File: src/hdl/sac_pkg.sv
// Shared types and constants for the shared-arithmetic cell group
package sac_pkg;

  // ----------------------------------------------------------------
  // Group geometry
  // ----------------------------------------------------------------
  localparam int CELLS_PER_GROUP = 8;        // Cells in one group
  localparam int BITS_PER_CELL   = 2;        // Two dedicated adders per cell
  localparam int HALF_CELLS      = 4;        // Cells in one half of a group
  localparam int CHAIN_START_LO  = 0;        // First cell may start a chain
  localparam int CHAIN_START_HI  = 4;        // Fifth cell may start a chain
  localparam int LUT_INPUTS      = 4;        // Inputs per lookup table
  localparam int LUT_SIZE        = 16;       // Entries per lookup table
  localparam int CLEARS_PER_GROUP = 2;       // Distinct clears per group

  // ----------------------------------------------------------------
  // Truth tables of the three-input sum and carry on inputs a,b,c
  // ----------------------------------------------------------------
  localparam logic [15:0] LUT_SUM3   = 16'h9696;  // a^b^c
  localparam logic [15:0] LUT_CARRY3 = 16'hE8E8;  // majority(a,b,c)

  // ----------------------------------------------------------------
  // Register reset values
  // ----------------------------------------------------------------
  localparam logic REG_CLEAR_VAL  = 1'h0;
  localparam logic REG_PRESET_VAL = 1'h1;

  // ----------------------------------------------------------------
  // Group-wide register controls
  // ----------------------------------------------------------------
  typedef struct packed {
    logic [1:0] aclr;        // Two distinct synchronous clears, active high
    logic       aload;       // Synchronous load / preset, active high
    logic [7:0] clr_sel;     // Per cell: which of the two clears it uses
    logic [7:0] shift_en;    // Per cell: register takes the chain input
  } sac_ctrl_s;

  // Chain configuration of the group
  typedef struct packed {
    logic       start_hi;    // Chain starts at the fifth cell
    logic       bypass_en;   // Chain runs through one half only
    logic       top_bypass;  // This column bypasses the top half
  } sac_chain_s;

endpackage

File: src/hdl/sac_cell.sv
// One logic cell in shared arithmetic mode: four LUTs, two adders, two registers
`timescale 1ns/1ps
`default_nettype none
module sac_cell
  import sac_pkg::*;
(
  // Clock and controls
  input  wire logic       clk,
  input  wire logic       nrst,
  input  wire logic       dev_clr_n,
  input  wire logic       clr,
  input  wire logic       aload,
  input  wire logic       shift_en,
  // Operands per bit
  input  wire logic [1:0] op_a,
  input  wire logic [1:0] op_b,
  input  wire logic [1:0] op_c,
  // Chains
  input  wire logic       carry_in,
  input  wire logic       share_in,
  output logic            carry_out,
  output logic            share_out,
  // Register packing inputs and register chain
  input  wire logic       sixth_input_lower,
  input  wire logic       sixth_input_upper,
  input  wire logic       pack_en,
  input  wire logic       reg_chain_in,
  input  wire logic [1:0] aload_data,
  output logic [1:0]      sum_comb,
  output logic [1:0]      reg_q
);

  // ----------------------------------------------------------------
  // Lookup tables: two sum LUTs, two carry LUTs
  // ----------------------------------------------------------------
  logic [1:0] psum;
  logic [1:0] pcarry;
  logic [2:0] share;
  logic [2:0] carry;
  logic [1:0] d_in;
  logic [1:0] pack_d;

  assign share[0] = share_in;
  assign carry[0] = carry_in;
  assign pack_d   = {sixth_input_upper, sixth_input_lower};

  genvar i;
  generate
    for (i = 0; i < BITS_PER_CELL; i++) begin : g_bit
      logic [3:0] idx;
      assign idx       = {1'b0, op_c[i], op_b[i], op_a[i]};
      assign psum[i]   = LUT_SUM3[idx];
      assign pcarry[i] = LUT_CARRY3[idx];
      assign share[i+1] = pcarry[i];
      // Dedicated adder adds partial sum, shared carry in and carry chain
      assign sum_comb[i] = psum[i] ^ share[i] ^ carry[i];
      assign carry[i+1]  = (psum[i] & share[i]) | (psum[i] & carry[i]) | (share[i] & carry[i]);
      assign d_in[i] = shift_en ? ((i == 0) ? reg_chain_in : reg_q[0]) :
                       pack_en  ? pack_d[i] : sum_comb[i];
      // Register: device clear over clear over load over clock
      always_ff @(posedge clk) begin
        if (!dev_clr_n || !nrst) begin
          reg_q[i] <= REG_CLEAR_VAL;
        end else if (clr) begin
          reg_q[i] <= REG_CLEAR_VAL;
        end else if (aload) begin
          reg_q[i] <= aload_data[i];
        end else begin
          reg_q[i] <= d_in[i];
        end
      end
    end
  endgenerate

  assign share_out = share[2];
  assign carry_out = carry[2];

endmodule
`default_nettype wire

File: src/hdl/sac_group.sv
// Cell group of eight shared-arithmetic cells with chains and group controls
`timescale 1ns/1ps
`default_nettype none
module sac_group
  import sac_pkg::*;
#(
  parameter int  NCELL          = CELLS_PER_GROUP,
  parameter bit  DEV_CLR_ENABLE = 1'b1
)
(
  // Clock and reset
  input  wire logic                 CLK,
  input  wire logic                 NRST,
  input  wire logic                 DEVICE_WIDE_CLEAR_N,
  // Group controls and chain configuration
  input  wire sac_ctrl_s            CTRL,
  input  wire sac_chain_s           CHAIN_CFG,
  // Operands, two bits per cell
  input  wire logic [2*NCELL-1:0]   OP_A,
  input  wire logic [2*NCELL-1:0]   OP_B,
  input  wire logic [2*NCELL-1:0]   OP_C,
  input  wire logic [NCELL-1:0]     SIXTH_INPUT_LOWER,
  input  wire logic [NCELL-1:0]     SIXTH_INPUT_UPPER,
  input  wire logic [NCELL-1:0]     PACK_EN,
  input  wire logic [2*NCELL-1:0]   ALOAD_DATA,
  // Chains from the group below
  input  wire logic                 CARRY_IN,
  input  wire logic                 SHARE_IN,
  input  wire logic                 REG_CHAIN_IN,
  // Results
  output logic [2*NCELL-1:0]        SUM,
  output logic [2*NCELL-1:0]        REG_Q,
  output logic                      CARRY_OUT,
  output logic                      SHARE_OUT,
  output logic                      REG_CHAIN_OUT
);

  // ----------------------------------------------------------------
  // Chain entry selection
  // ----------------------------------------------------------------
  logic [NCELL:0]     carry_c;
  logic [NCELL:0]     share_c;
  logic [NCELL:0]     rchain;
  logic [NCELL-1:0]   c_out;
  logic [NCELL-1:0]   s_out;
  logic [2*NCELL-1:0] sum_w;
  logic               dev_clr_n_eff;
  logic [2:0]         dclr_sync;
  logic               bypass_top;
  logic               bypass_bot;
  logic               dclr_n_reg;
  logic               dclr_n_next;

  // Device clear pin passes three flops; a new level counts once the last two agree
  always_ff @(posedge CLK) begin
    if (!NRST) begin
      dclr_sync  <= 3'h7;
      dclr_n_reg <= 1'b1;
    end else begin
      dclr_sync  <= {dclr_sync[1:0], DEVICE_WIDE_CLEAR_N};
      dclr_n_reg <= dclr_n_next;
    end
  end
  // A single-edge glitch on the pin never reaches the registers
  assign dclr_n_next   = (dclr_sync[2] == dclr_sync[1]) ? dclr_sync[2] : dclr_n_reg;
  assign dev_clr_n_eff = !DEV_CLR_ENABLE || dclr_n_reg;

  assign bypass_top = CHAIN_CFG.bypass_en && CHAIN_CFG.top_bypass;
  assign bypass_bot = CHAIN_CFG.bypass_en && !CHAIN_CFG.top_bypass;

  assign carry_c[0] = CARRY_IN;
  assign share_c[0] = SHARE_IN;
  assign rchain[0]  = REG_CHAIN_IN;

  // ----------------------------------------------------------------
  // Cells
  // ----------------------------------------------------------------
  genvar k;
  generate
    for (k = 0; k < NCELL; k++) begin : g_cell
      logic cin;
      logic sin;
      logic clr_k;
      logic skip;
      // Chain entry only at cell 0 or 4; start cuts the incoming chain
      if (k == CHAIN_START_HI) begin : g_hi
        assign cin = CHAIN_CFG.start_hi ? 1'b0 : carry_c[k];
        assign sin = CHAIN_CFG.start_hi ? 1'b0 : share_c[k];
      end else begin : g_other
        assign cin = carry_c[k];
        assign sin = share_c[k];
      end
      assign skip  = (k < HALF_CELLS) ? bypass_bot : bypass_top;
      assign clr_k = CTRL.aclr[CTRL.clr_sel[k]];

      sac_cell u_cell (
        .clk               (CLK),
        .nrst              (NRST),
        .dev_clr_n         (dev_clr_n_eff),
        .clr               (clr_k),
        .aload             (CTRL.aload),
        .shift_en          (CTRL.shift_en[k]),
        .op_a              (OP_A[2*k +: 2]),
        .op_b              (OP_B[2*k +: 2]),
        .op_c              (OP_C[2*k +: 2]),
        .carry_in          (cin),
        .share_in          (sin),
        .carry_out         (c_out[k]),
        .share_out         (s_out[k]),
        .sixth_input_lower (SIXTH_INPUT_LOWER[k]),
        .sixth_input_upper (SIXTH_INPUT_UPPER[k]),
        .pack_en           (PACK_EN[k]),
        .reg_chain_in      (rchain[k]),
        .aload_data        (ALOAD_DATA[2*k +: 2]),
        .sum_comb          (sum_w[2*k +: 2]),
        .reg_q             (REG_Q[2*k +: 2])
      );
      // Skipped cells pass the chain straight through
      assign carry_c[k+1] = skip ? cin : c_out[k];
      assign share_c[k+1] = skip ? sin : s_out[k];
      assign rchain[k+1]  = REG_Q[2*k+1];
    end
  endgenerate

  // ----------------------------------------------------------------
  // Registered chain outputs to the next group and sum outputs
  // ----------------------------------------------------------------
  always_ff @(posedge CLK) begin
    if (!NRST) begin
      SUM           <= '0;
      CARRY_OUT     <= 1'b0;
      SHARE_OUT     <= 1'b0;
      REG_CHAIN_OUT <= 1'b0;
    end else begin
      SUM           <= sum_w;
      CARRY_OUT     <= carry_c[NCELL];
      SHARE_OUT     <= share_c[NCELL];
      REG_CHAIN_OUT <= rchain[NCELL];
    end
  end

endmodule
`default_nettype wire

File: config.mk
export PLATFORM = sky130hd
export DESIGN_NAME = sac_group
export DESIGN_NICKNAME = d
export VERILOG_FILES = /design/src/hdl/sac_pkg.sv /design/src/hdl/sac_cell.sv /design/src/hdl/sac_group.sv
export SDC_FILE = /design/constraint.sdc
export NUM_CORES = 1
export LEC_CHECK = 0
export BUFFER_PORTS_ARGS = -buffer_cell sky130_fd_sc_hd__buf_2
export CORE_UTILIZATION = 48
export CTS_BUF_LIST = sky130_fd_sc_hd__clkbuf_8
export DETAILED_ROUTE_END_ITERATION = 10
export PLACE_DENSITY = 0.79
export SYNTH_ARGS = -nofsm -noshare
export SYNTH_HDL_FRONTEND = slang
export SYNTH_SLANG_ARGS = --single-unit
File: constraint.sdc
create_clock -name CLK -period 10.7 [get_ports CLK]
set_clock_uncertainty 0.15 [all_clocks]
set_input_delay 0.535 -clock CLK [delete_from_list [all_inputs] [get_ports CLK]]
set_output_delay 0.535 -clock CLK [all_outputs]
set_load 0.02 [all_outputs]
---- Yosys cells after proc, flatten, opt, wreduce, memory -nomap -nowiden ----
Memories as Yosys holds them, arrays and structs flattened.
Index checks and enable logic that the tools add are counted.
Widths: inputs -> output; s select.
storage, ports and cells
  bits in registers ....................... 39
  ROM bits ................................ 256
  input port bits ......................... 116
  output and inout port bits .............. 35
  word-level logic and storage cells ...... 319
  memories kept ........................... 32
cells by class
  magnitude comparators ................... 24
  equality and inequality tests ........... 1
  mux-type cells .......................... 114
  bitwise operators ....................... 112
  reductions and logical operators ........ 14
memory list
  memory            words  width  rd ports  clocked after Yosys merged registers in  write ports  RTL line        source
  (name not given)  8      1      1         0                                        0            sac_cell.sv:53  assign pcarry[i] = LUT_CARRY3[idx];
  (name not given)  8      1      1         0                                        0            sac_cell.sv:53
  (name not given)  8      1      1         0                                        0            sac_cell.sv:52  assign psum[i] = LUT_SUM3[idx];
  (name not given)  8      1      1         0                                        0            sac_cell.sv:53
  (name not given)  8      1      1         0                                        0            sac_cell.sv:52
  (name not given)  8      1      1         0                                        0            sac_cell.sv:52
  +26 memories      n/a    n/a    n/a       n/a                                      n/a          n/a
operators with widths
  cell                count
  $mux 1              114
  $lt 3x5->1 const B  16
  $and 1x1->1         48
  $or 1x1->1          32
  $xor 1x1->1         32
  $lt 1x2->1 const B  8
  $reduce_or 2->1     8
  $logic_not 1->1     3
  $logic_and 1x1->1   2
  $eq 1x1->1          1
  $logic_or 1x1->1    1

---- Longest topological paths before layout ----
Gate-level depths: netlist of run 1.
  depth in word-level cells ............... 59
  mapped depth ............................ 34
  mapped depth without buffers ............ 34

---- Cells and area by module ----
A second synthesis of run 1 with hierarchy kept.
second synthesis, totals
  cell total of the unflattened synthesis .. 322
  area, all modules ....................... 3,072.9 um^2
modules (own cells, without submodules)
  module     instances  cells each  area each (um^2)  sequential area each (um^2)
  sac_cell   8          29          270.3             40.0
  sac_group  1          90          910.9             460.4

---- Worst setup path before layout of run 1 ----
OpenSTA, ideal clock, no wires.
  path type ............................... input port to flip-flop
  start point ............................. in OP_A[0]
  end point ............................... reg g_cell[7].u_cell.reg_q[1]
  setup time .............................. 138 ps
  arrival ................................. 8,185 ps
  setup slack ............................. 2,227 ps
  stages .................................. 34
  path buffers ............................ 0
  cell sequence ........................... inv_1 ha_1 xor2_1 fa_1 inv_1 fa_1 o21ai_0 fa_1 fa_1 nand2_1 nand2_1 fa_1 fa_1 nand2_1 nand2_1 fa_1 fa_1 nand2_1 a21oi_1 fa_1 fa_1 a21o_1 fa_1 fa_1 a21o_1 fa_1 fa_1 a21oi_1 fa_1 inv_1 fa_1 nor2b_1 a2111oi_0 a2111oi_1
on the way
  longest elaborated chain between the ends .. 59
RTL lines
  item                                    RTL line          source
  from (decl)                             sac_group.sv:19   input wire logic [2*NCELL-1:0] OP_A,
  $mem_v2 8x1                             n/a
  $mux 1 (implied by the code)            sac_cell.sv:52
  $and 1x1->1                             sac_cell.sv:57    assign carry[i+1] = (psum[i] & share[i]) | (psum[i] & carry[i]) | (share[i] & carry[i]);
  $or 1x1->1 (2 in series)                sac_cell.sv:57
  $and 1x1->1                             sac_cell.sv:57
  $or 1x1->1                              sac_cell.sv:57
  $or 1x1->1 *                            sac_cell.sv:57
  $mux 1 *                                sac_group.sv:119  assign carry_c[k+1] = skip ? cin : c_out[k];
  (+43 left out)                          n/a
  $and 1x1->1                             sac_cell.sv:57
  $or 1x1->1                              sac_cell.sv:57
  $or 1x1->1 *                            sac_cell.sv:57
  $xor 1x1->1 *                           sac_cell.sv:56    assign sum_comb[i] = psum[i] ^ share[i] ^ carry[i];
  named net g_cell[7].u_cell.sum_comb[1]  sac_cell.sv:29    output logic [1:0] sum_comb,
  $mux 1 *                                sac_cell.sv:59    pack_en ? pack_d[i] : sum_comb[i];
  $mux 1 *                                sac_cell.sv:58    assign d_in[i] = shift_en ? ((i == 0) ? reg_chain_in : reg_q[0]) :
  $mux 1 *                                sac_cell.sv:66    end else if (aload) begin
  to (signal, indexed assignment)         sac_cell.sv:67    reg_q[i] <= aload_data[i];
  to (signal, indexed assignment)         sac_cell.sv:69    reg_q[i] <= d_in[i];
  to (decl)                               sac_cell.sv:30    output logic [1:0] reg_q
Mark *: on every way through the listed nets, which the timed path passes. The rest lies on a longest branch. The select of a mux whose other input is x is not followed.
A chain may end at the register's enable or synchronous reset.

---- Worst setup path in the final report of run 1 ----
Ends and elaborated chain as after synthesis.

==> summary.txt, run 1 <==
Ys Warns: 0
DIE HEIGHT: 81.5 µm
Core ar.: 6030 µm²
CP peak stage delay: 0.46 ns
first-pass GRT wire length: 10900 µm
Hold Crit Start: dclr_sync[0]$_SDFF_PN1_
placed cell count: 544
Largest regs: SUM: 16 flops, g_cell.u_cell.reg_q: 16 flops, dclr_sync: 3 flops
Post-CTS Hold Buffers: 0
Reg-to-Reg Start: dclr_n_reg$_SDFFE_PN1N_
nets: 640
port buffer count: 150
Mapped Cells: 336
placer congestion estimate: 0.832
clk slew on worst S/H paths: 0.08 ns
Placed Area: 3780 µm²
row cnt: 28
setup violators final: 0
H-tree Lvls: 2
CP Data Required Time: 10.69 ns
Fillers: 549
Distinct cells, synth: 32
endpoints failing hold: 0
die width: 81.5 µm
R2R Path End: g_cell[3].u_cell.reg_q[0]$_SDFF_PP0_
met3 usage: 4.00%
Num CTS Buffers: 5
initial antenna violation count: 0
ratio of cells with drive above 1 in the final layout: 33.8%
gr busiest metal: met2
slowest CP cell: fa_1
worst-margin pin slew: 0.754 ns
Ports: 151
Longest Clk Path Bufs: 2
kind of end point of the critical path: register
final worst path period share: 82.4%
Sink Count: 39
post_cts resized: 0
antenna viol nets, final: 0
Worst Hold Path EP: dclr_sync[1]$_SDFF_PN1_
Starting Density: 50.4%
CTS tree: yes
clk root buf: clkbuf_8
Hold Path Stages: 1
Syn Nets: 500
final setup TNS: 0 ns
status: completed
DP Wirelength: 6320 µm
critical path's most frequent cell: fa_1
PD cells: 130 nW/µm²
utilization after layout: 65.0%
register bit total from synthesis: 39
crit path kind: input port to register
total of max-cap violations: 0
R2R setup slack: 9.26 ns
min cycle time layout: 8.82 ns
DR vias: 2772
via/cell ratio: 5.02
GR Util met2: 39.0%
total wire length: 7280 µm
area delta synth->final: 28.9%
R2R depth: 3
Post-Layout Cell Count: 552
HP Class: register to register
# diodes: 0
GRT Overall Usage: 22.0%
clk_lat worst skew: 0.29 ns
CP startpoint kind: input port
WP data arrival: 8.81 ns
Pleak: 2.07 nW
DR WL/cell: 13.2 µm
Worst Path Max Fanout: 2
worst-case vdd ir drop: 74.4 µV
post-route cell area: 3920 µm²
DR DRC count: 0
sequential-to-total area share from yosys stat: 25.7%
Die ar.: 6650 µm²
Achievable Freq: 0.113 GHz
syn_area_per_cell: 9.04 µm²
post-CTS setup buffer count: 0
RSZ-0062 raised after global routing: no
vias in the first global route: 2581
GRT overflow: 0
Starting DRT DRC Count: 60
Pins Over Slew Limit: 0
drt pass-1 iters: 4
Mapped Area: 3040 µm²
met1 Resource Use GR: 25.1%
relative slew slack: 49.7%
largest net degree at the start of global routing: 48
placed cells by master, fill, tap and decap left out, types with 3 or more instances in the layout:
| cell | synthesis | final |
|---|---|---|
| nor2b_1 | 21 | 21 |
| a2111oi_0 | 15 | 15 |
| or2b_1 | 3 | 3 |
| inv_1 | 52 | 52 |
| nand2b_1 | 3 | 3 |
| nor2_1 | 10 | 10 |
| and2_1 | 16 | 16 |
| a2111oi_1 | 13 | 13 |
| buf_2 | 4 | 150 |
| ha_1 | 32 | 32 |
| a21oi_1 | 12 | 12 |
| xor2_1 | 14 | 14 |
| fa_1 | 16 | 16 |
| clkbuf_8 | 0 | 5 |
| dfxtp_1 | 39 | 39 |
| o21ai_0 | 10 | 10 |
| nand2_1 | 23 | 23 |
| nor3b_1 | 15 | 15 |
| mux2i_1 | 9 | 9 |
per-stage QoR:
step	hold WS, ns	setup WS (ns)	power [mW]
after floorplan	0.235	2.23	0.294
after global placement	0.247	1.78	0.363
after detailed placement	0.243	1.58	0.369
after CTS	0.266	1.89	0.515
after global routing	0.282	1.43	0.547
final	0.260	1.88	0.510
report_power, final:
| part | switching [mW] | total, mW | internal [mW] |
|---|---|---|---|
| clock network | 0.0529 | 0.146 | 0.0930 |
| registers | 0.00613 | 0.172 | 0.165 |
| logic | 0.106 | 0.192 | 0.0867 |
cells by family (layout without fill, tap and decap cells):
| logic type | count (synthesis) | count (layout) | share of synthesized area [%] |
|---|---|---|---|
| muxes | 9 | 9 | 2.97 |
| adders and majority gates | 48 | 48 | 23.7 |
| and+or+nand+nor | 93 | 93 | 17.3 |
| DFF | 39 | 39 | 25.7 |
| xor gates and xnor gates | 16 | 16 | 4.61 |
| buffers and inverters | 69 | 210 | 9.81 |
| AOI/OAI and AO/OA | 62 | 62 | 15.9 |
worst max-delay path, delay by kind of cell:
kind	cells	cell delay, ns
AND/OR/NAND/NOR	6	0.48
buffers and inverters	4	0.25
XOR/XNOR	1	0.15
AO/OA/AOI/OAI	7	1.25
adder cells (fa/ha/maj)	17	6.12
cells in the mapped netlist:
| cell type | number | area, µm² |
|---|---|---|
| a2111oi_0 | 15 | 131 |
| a2111oi_1 | 13 | 130 |
| a2111oi_2 | 2 | 30.0 |
| a211o_1 | 2 | 17.5 |
| a21boi_0 | 1 | 7.51 |
| a21boi_1 | 1 | 7.51 |
| a21o_1 | 2 | 15.0 |
| a21oi_1 | 12 | 60.1 |
| a221oi_1 | 1 | 8.76 |
| a311oi_1 | 1 | 8.76 |
| and2_1 | 16 | 100 |
| and4b_1 | 1 | 10.0 |
| buf_2 | 4 | 20.0 |
| buf_4 | 7 | 52.6 |
| buf_6 | 1 | 11.3 |
| clkbuf_1 | 5 | 18.8 |
| dfxtp_1 | 39 | 781 |
| fa_1 | 16 | 320 |
| ha_1 | 32 | 400 |
| inv_1 | 52 | 195 |
| mux2i_1 | 9 | 90.1 |
| nand2_1 | 23 | 86.3 |
| nand2_2 | 1 | 6.26 |
| nand2b_1 | 3 | 18.8 |
| nor2_1 | 10 | 37.5 |
| nor2b_1 | 21 | 131 |
| nor3b_1 | 15 | 113 |
| o211ai_1 | 2 | 15.0 |
| o21ai_0 | 10 | 50.1 |
| or2b_1 | 3 | 22.5 |
| xnor2_1 | 2 | 17.5 |
| xor2_1 | 14 | 123 |
area by class of cell:
type	instances	area [µm²]	share of cell area, %
inverter	52	195	4.99
multi-input combinational	228	1960	50.0
clock buffer	5	68.8	1.76
sequential	39	781	19.9
tap	75	93.8	2.40
clock inverter	3	67.6	1.73
timing repair buffer	150	751	19.2
layer usage:
layer  part of all wire [%]  vias up
met3                    6.9       14
met2                     49      103
met1                     42     1260
li1                       -     1395
met5                      0        -
met4                    2.1        0
worst max path at each step:
stage,from,to,slack [ns],cells after the start
after floorplan,OP_A[0],g_cell[7].u_cell.reg_q[1]$_SDFF_PP0_,2.23,34
after CTS,OP_A[0],g_cell[7].u_cell.reg_q[1]$_SDFF_PP0_,1.89,35
after global placement,OP_A[0],g_cell[7].u_cell.reg_q[1]$_SDFF_PP0_,1.78,35
after detailed placement,OP_A[0],g_cell[7].u_cell.reg_q[1]$_SDFF_PP0_,1.58,35
final,OP_A[0],g_cell[7].u_cell.reg_q[1]$_SDFF_PP0_,1.88,35
after global routing,OP_A[0],g_cell[7].u_cell.reg_q[1]$_SDFF_PP0_,1.43,35
Power figures use the tool's default switching activity.
==> inputs of run 2 (changes only) <==
--- a/config.mk
+++ b/config.mk
@@ -5,11 +5,12 @@
 export SDC_FILE = /design/constraint.sdc
 export NUM_CORES = 1
 export LEC_CHECK = 0
+export ABC_AREA = 1
 export BUFFER_PORTS_ARGS = -buffer_cell sky130_fd_sc_hd__buf_2
-export CORE_UTILIZATION = 48
+export CORE_UTILIZATION = 43
 export CTS_BUF_LIST = sky130_fd_sc_hd__clkbuf_8
 export DETAILED_ROUTE_END_ITERATION = 10
-export PLACE_DENSITY = 0.79
+export PLACE_DENSITY = 0.75
 export SYNTH_ARGS = -nofsm -noshare
 export SYNTH_HDL_FRONTEND = slang
 export SYNTH_SLANG_ARGS = --single-unit
==> constraint.sdc (replaced) <==
create_clock -name CLK -period 7.99 [get_ports CLK]
set_clock_uncertainty 0.15 [all_clocks]
set_input_delay 0.3995 -clock CLK [delete_from_list [all_inputs] [get_ports CLK]]
set_output_delay 0.3995 -clock CLK [all_outputs]
set_load 0.02 [all_outputs]
==> run 2 against run 1 <==
Compared with the run above:
- core utilization shrank 5.8 points
- global-route usage shrank 1.7 points
- total power grew 29%
- sequential share of layout area shrank 0.63 points
- final cell count grew 22%
- sequential power grew 34%
- via count grew 11%
- non-clock buffer count grew 1
- critical endpoint unchanged
- largest power group unchanged
==> summary.txt, run 2 <==
Pins Over Slew Limit: 0 (unchanged)
GRT Overall Usage: 20.3% (was 22.0%)
kind of end point of the critical path: register (unchanged)
Hold Crit Start: DEVICE_WIDE_CLEAR_N (was dclr_sync[0]$_SDFF_PN1_)
endpoints failing hold: 0 (unchanged)
first-pass GRT wire length: 12100 µm (was 10900 µm)
total wire length: 7490 µm (was 7280 µm)
R2R Path End: g_cell[0].u_cell.reg_q[1]$_SDFF_PP0_ (was g_cell[3].u_cell.reg_q[0]$_SDFF_PP0_)
Worst Hold Path EP: dclr_sync[0]$_SDFF_PN1_ (was dclr_sync[1]$_SDFF_PN1_)
Starting DRT DRC Count: 67 (was 60)
RSZ-0062 raised after global routing: yes (was no)
PD cells: 162 nW/µm² (was 130 nW/µm²)
drt pass-1 iters: 4 (unchanged)
Reg-to-Reg Start: dclr_n_reg$_SDFFE_PN1N_ (unchanged)
slowest CP cell: fa_1 (unchanged)
setup violators final: 0 (unchanged)
Worst Path Max Fanout: 2 (unchanged)
Post-Layout Cell Count: 676 (was 552)
min cycle time layout: 7.87 ns
most frequently used flop master after synthesis: dfxtp_1 (unchanged)
critical path's most frequent cell: fa_2 (was fa_1)
Critical Path Stages: 40 (was 35)
nets: 744 (was 640)
worst setup margin: 0.116 ns (was 1.88 ns)
CP Data Required Time: 8.06 ns (was 10.69 ns)
Largest regs: SUM: 16 flops, g_cell.u_cell.reg_q: 16 flops, dclr_sync: 3 flops (unchanged)
top cell type's share of synthesized area: 25.5% (was 25.7%)
port buffer count: 150 (unchanged)
vias in the first global route: 2979 (was 2581)
R2R setup slack: 6.81 ns (was 9.26 ns)
NetSw: 0.245 mW (was 0.165 mW)
most common cell in the netlist: inv_1 (unchanged)
crit path kind: input port to register (unchanged)
dominant cell type by area after synthesis: dfxtp_1 (unchanged)
placer congestion estimate: 0.811 (was 0.832)
top cells by count, synth: 94 x inv_1, 92 x nand2_1, 39 x dfxtp_1, 39 x o21ai_0, 36 x nor2_1 (was 52 x inv_1, 39 x dfxtp_1, 32 x ha_1, 23 x nand2_1, 21 x nor2b_1)
area occupied by registers: 781 µm² (unchanged)
worst-margin pin slew: 0.839 ns (was 0.754 ns)
Total Power: 0.656 mW (was 0.510 mW)
Fillers: 691 (was 549)
CP startpoint kind: input port (unchanged)
Sink Count: 39 (unchanged)
Achievable Freq: 0.127 GHz
area delta synth->final: 31.9% (was 28.9%)
clk root buf: clkbuf_8 (unchanged)
antenna viol nets, final: 0 (unchanged)
commonest non-fill, non-tap cells in the layout: 148 x buf_2, 92 x nand2_1, 88 x inv_1, 39 x dfxtp_1, 36 x nor2_1 (was 150 x buf_2, 52 x inv_1, 39 x dfxtp_1, 32 x ha_1, 23 x nand2_1)
clk slew on worst S/H paths: 0.08 ns (about the same)
CP peak stage delay: 0.56 ns (was 0.46 ns)
placed cell count: 669 (was 544)
worst-case vdd ir drop: 65.2 µV (was 74.4 µV)
Setup WS pre-CTS: -0.512 ns (was 1.58 ns)
GRT overflow: 0 (unchanged)
total of max-cap violations: 0 (unchanged)
Placed Area: 3880 µm² (was 3780 µm²)
die width: 86.4 µm (was 81.5 µm)
status: completed (unchanged)
commonest non-fill, non-tap cell in the layout: buf_2 (unchanged)
utilization after layout: 59.2% (was 65.0%)
R2R depth: 4 (was 3)
Num CTS Buffers: 5 (unchanged)
switching part of the total: 37.3% (was 32.3%)
delay-heaviest family, CP: adder cells (unchanged)
syn_area_per_cell: 7.05 µm² (was 9.04 µm²)
Ys Warns: 0 (unchanged)
Internal Dissipation: 0.411 mW (was 0.345 mW)
Longest Clk Path Bufs: 2 (unchanged)
WP data arrival: 7.95 ns (was 8.81 ns)
Hold Path Stages: 2 (was 1)
# diodes: 0 (unchanged)
EDFF count, synth: 0 (unchanged)
DR WL/cell: 11.1 µm (was 13.2 µm)
CTS tree: yes (unchanged)
Mapped Cells: 435 (was 336)
via/cell ratio: 4.56 (was 5.02)
footprint of the multi-input gates: 1920 µm² (was 1960 µm²)
Die ar.: 7470 µm² (was 6650 µm²)
DR DRC count: 0 (unchanged)
FFs w/ async S/R, synth: 0% (unchanged)
DIE HEIGHT: 86.4 µm (was 81.5 µm)
Syn Nets: 599 (was 500)
initial antenna violation count: 0 (unchanged)
Combinational Power Share: 44.6% (was 37.7%)
largest net degree at the start of global routing: 33 (was 48)
sequential-to-total area share from yosys stat: 25.5% (was 25.7%)
Mapped Area: 3070 µm² (was 3040 µm²)
DR vias: 3080 (was 2772)
row cnt: 30 (was 28)
final worst path period share: 98.6%
Ports: 151 (unchanged)
Distinct cells, synth: 21 (was 32)
post-route cell area: 4040 µm² (was 3920 µm²)
Clock power frac: 20.2% (was 28.6%)
clk_lat worst skew: 0.28 ns (was 0.29 ns)
relative slew slack: 44.0% (was 49.7%)
register bit total from synthesis: 39 (unchanged)
Pleak: 2.40 nW (was 2.07 nW)
ratio of cells with drive above 1 in the final layout: 33.4% (was 33.8%)
HP Class: input port to register (was register to register)
buffers plus inverters on the worst setup path: 10 (was 4)
DP Wirelength: 6450 µm (was 6320 µm)
H-tree Lvls: 2 (unchanged)
Starting Density: 44.9% (was 50.4%)
sequential fraction of design power: 35.1% (was 33.7%)
Synth area leaders: dfxtp_1 25%, ha_1 13%, inv_1 12% (was dfxtp_1 26%, ha_1 13%, fa_1 11%)
Core ar.: 6830 µm² (was 6030 µm²)
run 2: cell count changes after synthesis, sizes merged, moves of 21 or more:
cell	before	now
nand2	24	94
nor2	10	36
inv	52	95
a2111oi	30	0
nor2b	21	0
o21ai	10	49
run 2: final cells by class:
class | count | share of cell area (%)
Clock buffer | 6 | 2.04
Inverter | 95 | 8.88
Multi-Input combinational cell | 288 | 47.5
Tap cell | 96 | 2.97
Clock inverter | 1 | 0.124
Sequential cell | 39 | 19.3
Timing Repair Buffer | 151 | 19.2
run 2: power groups by stage:
stage | clock (mW) | sequential [mW] | combinational [mW]
6_report | 0.133 | 0.230 | 0.293
3_5_place_dp | 0 | 0.235 | 0.283
2_1_floorplan | 0 | 0.266 | 0.145
5_1_grt | 0.144 | 0.233 | 0.330
4_1_cts | 0.136 | 0.231 | 0.286
3_3_place_gp | 0 | 0.234 | 0.275
run 2: how the worst max path moves through the flow:
stage,startpoint,end,slack (ns)
after floorplan,OP_A[0],g_cell[7].u_cell.reg_q[1]$_SDFF_PP0_,0.008
after global placement,OP_A[0],g_cell[7].u_cell.reg_q[1]$_SDFF_PP0_,-0.31
after detailed placement,OP_A[0],g_cell[7].u_cell.reg_q[1]$_SDFF_PP0_,-0.51
after CTS,OP_A[0],g_cell[7].u_cell.reg_q[1]$_SDFF_PP0_,-0.06
after global routing,OP_A[0],g_cell[7].u_cell.reg_q[1]$_SDFF_PP0_,-0.23
final,OP_A[0],g_cell[7].u_cell.reg_q[1]$_SDFF_PP0_,0.12
run 2: routing by layer:
metal,vias to the layer above,wire length (µm),track usage (%)
met5,-,0,0
met2,104,3790,38.1
li1,1592,-,-
met1,1374,3190,22.8
met4,0,120,7.58
met3,10,401,3.52
run 2: stage by stage:
step | hold slack, ns | setup TNS [ns]
2_1_floorplan | 0.243 | 0
3_3_place_gp | 0.246 | -0.533
3_5_place_dp | 0.252 | -1.22
4_1_cts | 0.149 | -0.0594
5_1_grt | 0.162 | -0.243
6_report | 0.162 | 0
run 2: timing repair:
item | CTS | global route
buffers inserted | 0 | 0
hold buffers | 0 | 0
endpoints found under the setup margin | 1 | 4
gates resized for setup | 5 | 19
pin swaps | 5 | 4
run 2: kinds of logic after synthesis:
kind of cell               synth area share (%)
adders and majority gates                  23.5
AOI/OAI and AO/OA                          14.4
and+or+nand+nor                            17.6
buffers and inverters                      14.4
xor gates and xnor gates                   4.57
DFF                                        25.5
run 2: worst reg2reg max path: cells and delay by family, from the launching register on:
kind / cells / cell delay [ns]
AND/OR/NAND/NOR: 3 / 0.50
AO/OA/AOI/OAI: 1 / 0.11
flip-flops: 1 / 0.36
==> inputs of run 3 (changes only) <==
--- a/config.mk
+++ b/config.mk
@@ -7,10 +7,10 @@
 export LEC_CHECK = 0
 export ABC_AREA = 1
 export BUFFER_PORTS_ARGS = -buffer_cell sky130_fd_sc_hd__buf_2
-export CORE_UTILIZATION = 43
+export CORE_UTILIZATION = 50
 export CTS_BUF_LIST = sky130_fd_sc_hd__clkbuf_8
 export DETAILED_ROUTE_END_ITERATION = 10
-export PLACE_DENSITY = 0.75
+export PLACE_DENSITY = 0.82
 export SYNTH_ARGS = -nofsm -noshare
 export SYNTH_HDL_FRONTEND = slang
 export SYNTH_SLANG_ARGS = --single-unit
==> constraint.sdc (replaced) <==
create_clock -name CLK -period 9.85 [get_ports CLK]
set_clock_uncertainty 0.15 [all_clocks]
set_input_delay 0.4925 -clock CLK [delete_from_list [all_inputs] [get_ports CLK]]
set_output_delay 0.4925 -clock CLK [all_outputs]
set_load 0.02 [all_outputs]
==> run 3 against run 2 <==
Compared with the run above:
- setup slack improved by 0.89 ns
- total power shrank 14%
- final area decreased by 2.1%
- clock power grew 16%
- worst hold slack improved by 0.076 ns
- die area down 14%
- final cell count is 3.1% lower
- core utilization is 7.7 points higher
- global-route usage up 1.7 points
==> summary.txt, run 3 (synthesized netlist as in run 2, its figures left out) <==
status: completed (unchanged)
Clock power frac: 27.2% (was 20.2%)
commonest non-fill, non-tap cells in the layout: 150 x buf_2, 95 x inv_1, 92 x nand2_1, 39 x dfxtp_1, 39 x o21ai_0 (was 148 x buf_2, 92 x nand2_1, 88 x inv_1, 39 x dfxtp_1, 36 x nor2_1)
Longest Clk Path Bufs: 2 (unchanged)
kind of end point of the critical path: register (unchanged)
Combinational Power Share: 39.8% (was 44.6%)
Total Power: 0.566 mW (was 0.656 mW)
HP Class: input port to register (unchanged)
Sink Count: 39 (unchanged)
Pins Over Slew Limit: 0 (unchanged)
sequential fraction of design power: 33.0% (was 35.1%)
initial antenna violation count: 0 (unchanged)
Starting Density: 51.8% (was 44.9%)
utilization after layout: 66.9% (was 59.2%)
nets: 743 (was 744)
slowest CP cell: fa_1 (unchanged)
GRT Overall Usage: 22.0% (was 20.3%)
RSZ-0062 raised after global routing: no (was yes)
vias in the first global route: 2719 (was 2979)
total wire length: 7090 µm (was 7490 µm)
# diodes: 0 (unchanged)
clk_lat worst skew: 0.29 ns (was 0.28 ns)
launch point of the worst path: OP_A[0] (unchanged)
crit path kind: input port to register (unchanged)
switching part of the total: 34.5% (was 37.3%)
Largest regs: SUM: 16 flops, g_cell.u_cell.reg_q: 16 flops, dclr_sync: 3 flops (unchanged)
antenna viol nets, final: 0 (unchanged)
Internal Dissipation: 0.370 mW (was 0.411 mW)
largest net degree at the start of global routing: 33 (unchanged)
Worst Setup EP: g_cell[7].u_cell.reg_q[1]$_SDFF_PP0_ (unchanged)
R2R Path End: g_cell[7].u_cell.reg_q[1]$_SDFF_PP0_ (was g_cell[0].u_cell.reg_q[1]$_SDFF_PP0_)
die width: 80.3 µm (was 86.4 µm)
DP Wirelength: 6180 µm (was 6450 µm)
port buffer count: 150 (unchanged)
delay-heaviest family, CP: adder cells (unchanged)
commonest non-fill, non-tap cell in the layout: buf_2 (unchanged)
Reg-to-Reg Start: dclr_n_reg$_SDFFE_PN1N_ (unchanged)
final worst path period share: 89.8%
PD cells: 143 nW/µm² (was 162 nW/µm²)
ratio of cells with drive above 1 in the final layout: 28.4% (was 33.4%)
DIE HEIGHT: 80.3 µm (was 86.4 µm)
Pleak: 2.42 nW (was 2.40 nW)
placer congestion estimate: 0.888 (was 0.811)
NetSw: 0.195 mW (was 0.245 mW)
CTS tree: yes (unchanged)
CP startpoint kind: input port (unchanged)
clk slew on worst S/H paths: 0.08 ns (about the same)
critical path's most frequent cell: fa_1 (was fa_2)
CP peak stage delay: 0.52 ns (was 0.56 ns)
total of max-cap violations: 0 (unchanged)
post-CTS setup buffer count: 0 (unchanged)
Critical Path Stages: 40 (unchanged)
post_cts resized: 0 (was 5)
relative slew slack: 44.3% (was 44.0%)
worst-margin pin slew: 0.834 ns (was 0.839 ns)
row cnt: 28 (was 30)
buffers plus inverters on the worst setup path: 10 (unchanged)
worst-case vdd ir drop: 71.3 µV (was 65.2 µV)
GRT overflow: 0 (unchanged)
area delta synth->final: 29.1% (was 31.9%)
Post-CTS Hold Buffers: 0 (unchanged)
DR WL/cell: 10.8 µm (was 11.1 µm)
Worst Path Max Fanout: 2 (unchanged)
Die ar.: 6450 µm² (was 7470 µm²)
setup violators final: 0 (unchanged)
drt pass-1 iters: 5 (was 4)
WP data arrival: 8.92 ns (was 7.95 ns)
Num CTS Buffers: 5 (unchanged)
R2R setup slack: 8.71 ns (was 6.81 ns)
Starting DRT DRC Count: 73 (was 67)
DR DRC count: 0 (unchanged)
DR vias: 3044 (was 3080)
CP Data Required Time: 9.93 ns (was 8.06 ns)
via/cell ratio: 4.65 (was 4.56)
endpoints failing hold: 0 (unchanged)
Achievable Freq: 0.113 GHz
min cycle time layout: 8.84 ns
first-pass GRT wire length: 11000 µm (was 12100 µm)
clk root buf: clkbuf_8 (unchanged)
Ports: 151 (unchanged)
R2R depth: 4 (unchanged)
H-tree Lvls: 2 (unchanged)
Core ar.: 5920 µm² (was 6830 µm²)
final setup TNS: 0 ns (unchanged)
-- run 3: changes by cell type in the layout (fill, tap and decap cells not counted), moves of 4 or more --
cell     delta
inv_1       +7
fa_2       -15
inv_2       -5
o21ai_0     +4
o21ai_2     -5
fa_1       +15
-- run 3: area by class of cell --
| cell class | instances | area, µm² |
|---|---|---|
| fill | 542 | 1960 |
| multi-input combinational | 288 | 1840 |
| sequential | 39 | 781 |
| timing repair buffer | 150 | 751 |
| inverter | 95 | 357 |
| tap | 75 | 93.8 |
| clock buffer | 5 | 68.8 |
| clock inverter | 3 | 63.8 |
-- run 3: worst min path at each step --
stage                                  startpoint                 endpoint  slack (ns)  cells after the start
after floorplan           dclr_sync[0]$_SDFF_PN1_  dclr_sync[1]$_SDFF_PN1_        0.24                      1
after global placement    dclr_sync[0]$_SDFF_PN1_  dclr_sync[1]$_SDFF_PN1_        0.24                      1
after detailed placement  dclr_sync[0]$_SDFF_PN1_  dclr_sync[1]$_SDFF_PN1_        0.25                      1
after CTS                     DEVICE_WIDE_CLEAR_N  dclr_sync[0]$_SDFF_PN1_        0.23                      2
after global routing          DEVICE_WIDE_CLEAR_N  dclr_sync[0]$_SDFF_PN1_        0.24                      2
final                         DEVICE_WIDE_CLEAR_N  dclr_sync[0]$_SDFF_PN1_        0.24                      2
-- run 3: worst reg2reg max path: cells and delay by family (launching register included) --
kind / cells / cell delay, ns
flip-flops: 1 / 0.37
AO/OA/AOI/OAI: 1 / 0.12
AND/OR/NAND/NOR: 3 / 0.44
-- run 3: per-stage QoR --
| stage | hold slack [ns] | std cells | worst slack, ns | cell area [µm²] |
|---|---|---|---|---|
| floorplan | 0.243 | 435 | 1.30 | 3070 |
| finish | 0.238 | 655 | 1.01 | 3960 |
| global placement | 0.245 | 647 | 0.953 | 3830 |
| detailed placement | 0.248 | 647 | 0.760 | 3830 |
| CTS | 0.233 | 655 | 1.02 | 3960 |
| global route | 0.239 | 655 | 0.368 | 3960 |
-- run 3: power by group through the flow --
stage | Combinational [mW] | Sequential, mW | Clock [mW]
after floorplan | 0.114 | 0.216 | 0
after CTS | 0.227 | 0.187 | 0.156
final | 0.225 | 0.186 | 0.154
after detailed placement | 0.225 | 0.190 | 0
after global routing | 0.254 | 0.188 | 0.163
after global placement | 0.217 | 0.190 | 0
-- run 3: layer usage --
layer	global-route usage (%)	vias up	wire length [µm]
met2	42.4	101	3670
met3	3.30	6	433
met5	0	-	0
met1	25.1	1341	2930
met4	5.18	0	59
li1	-	1596	-
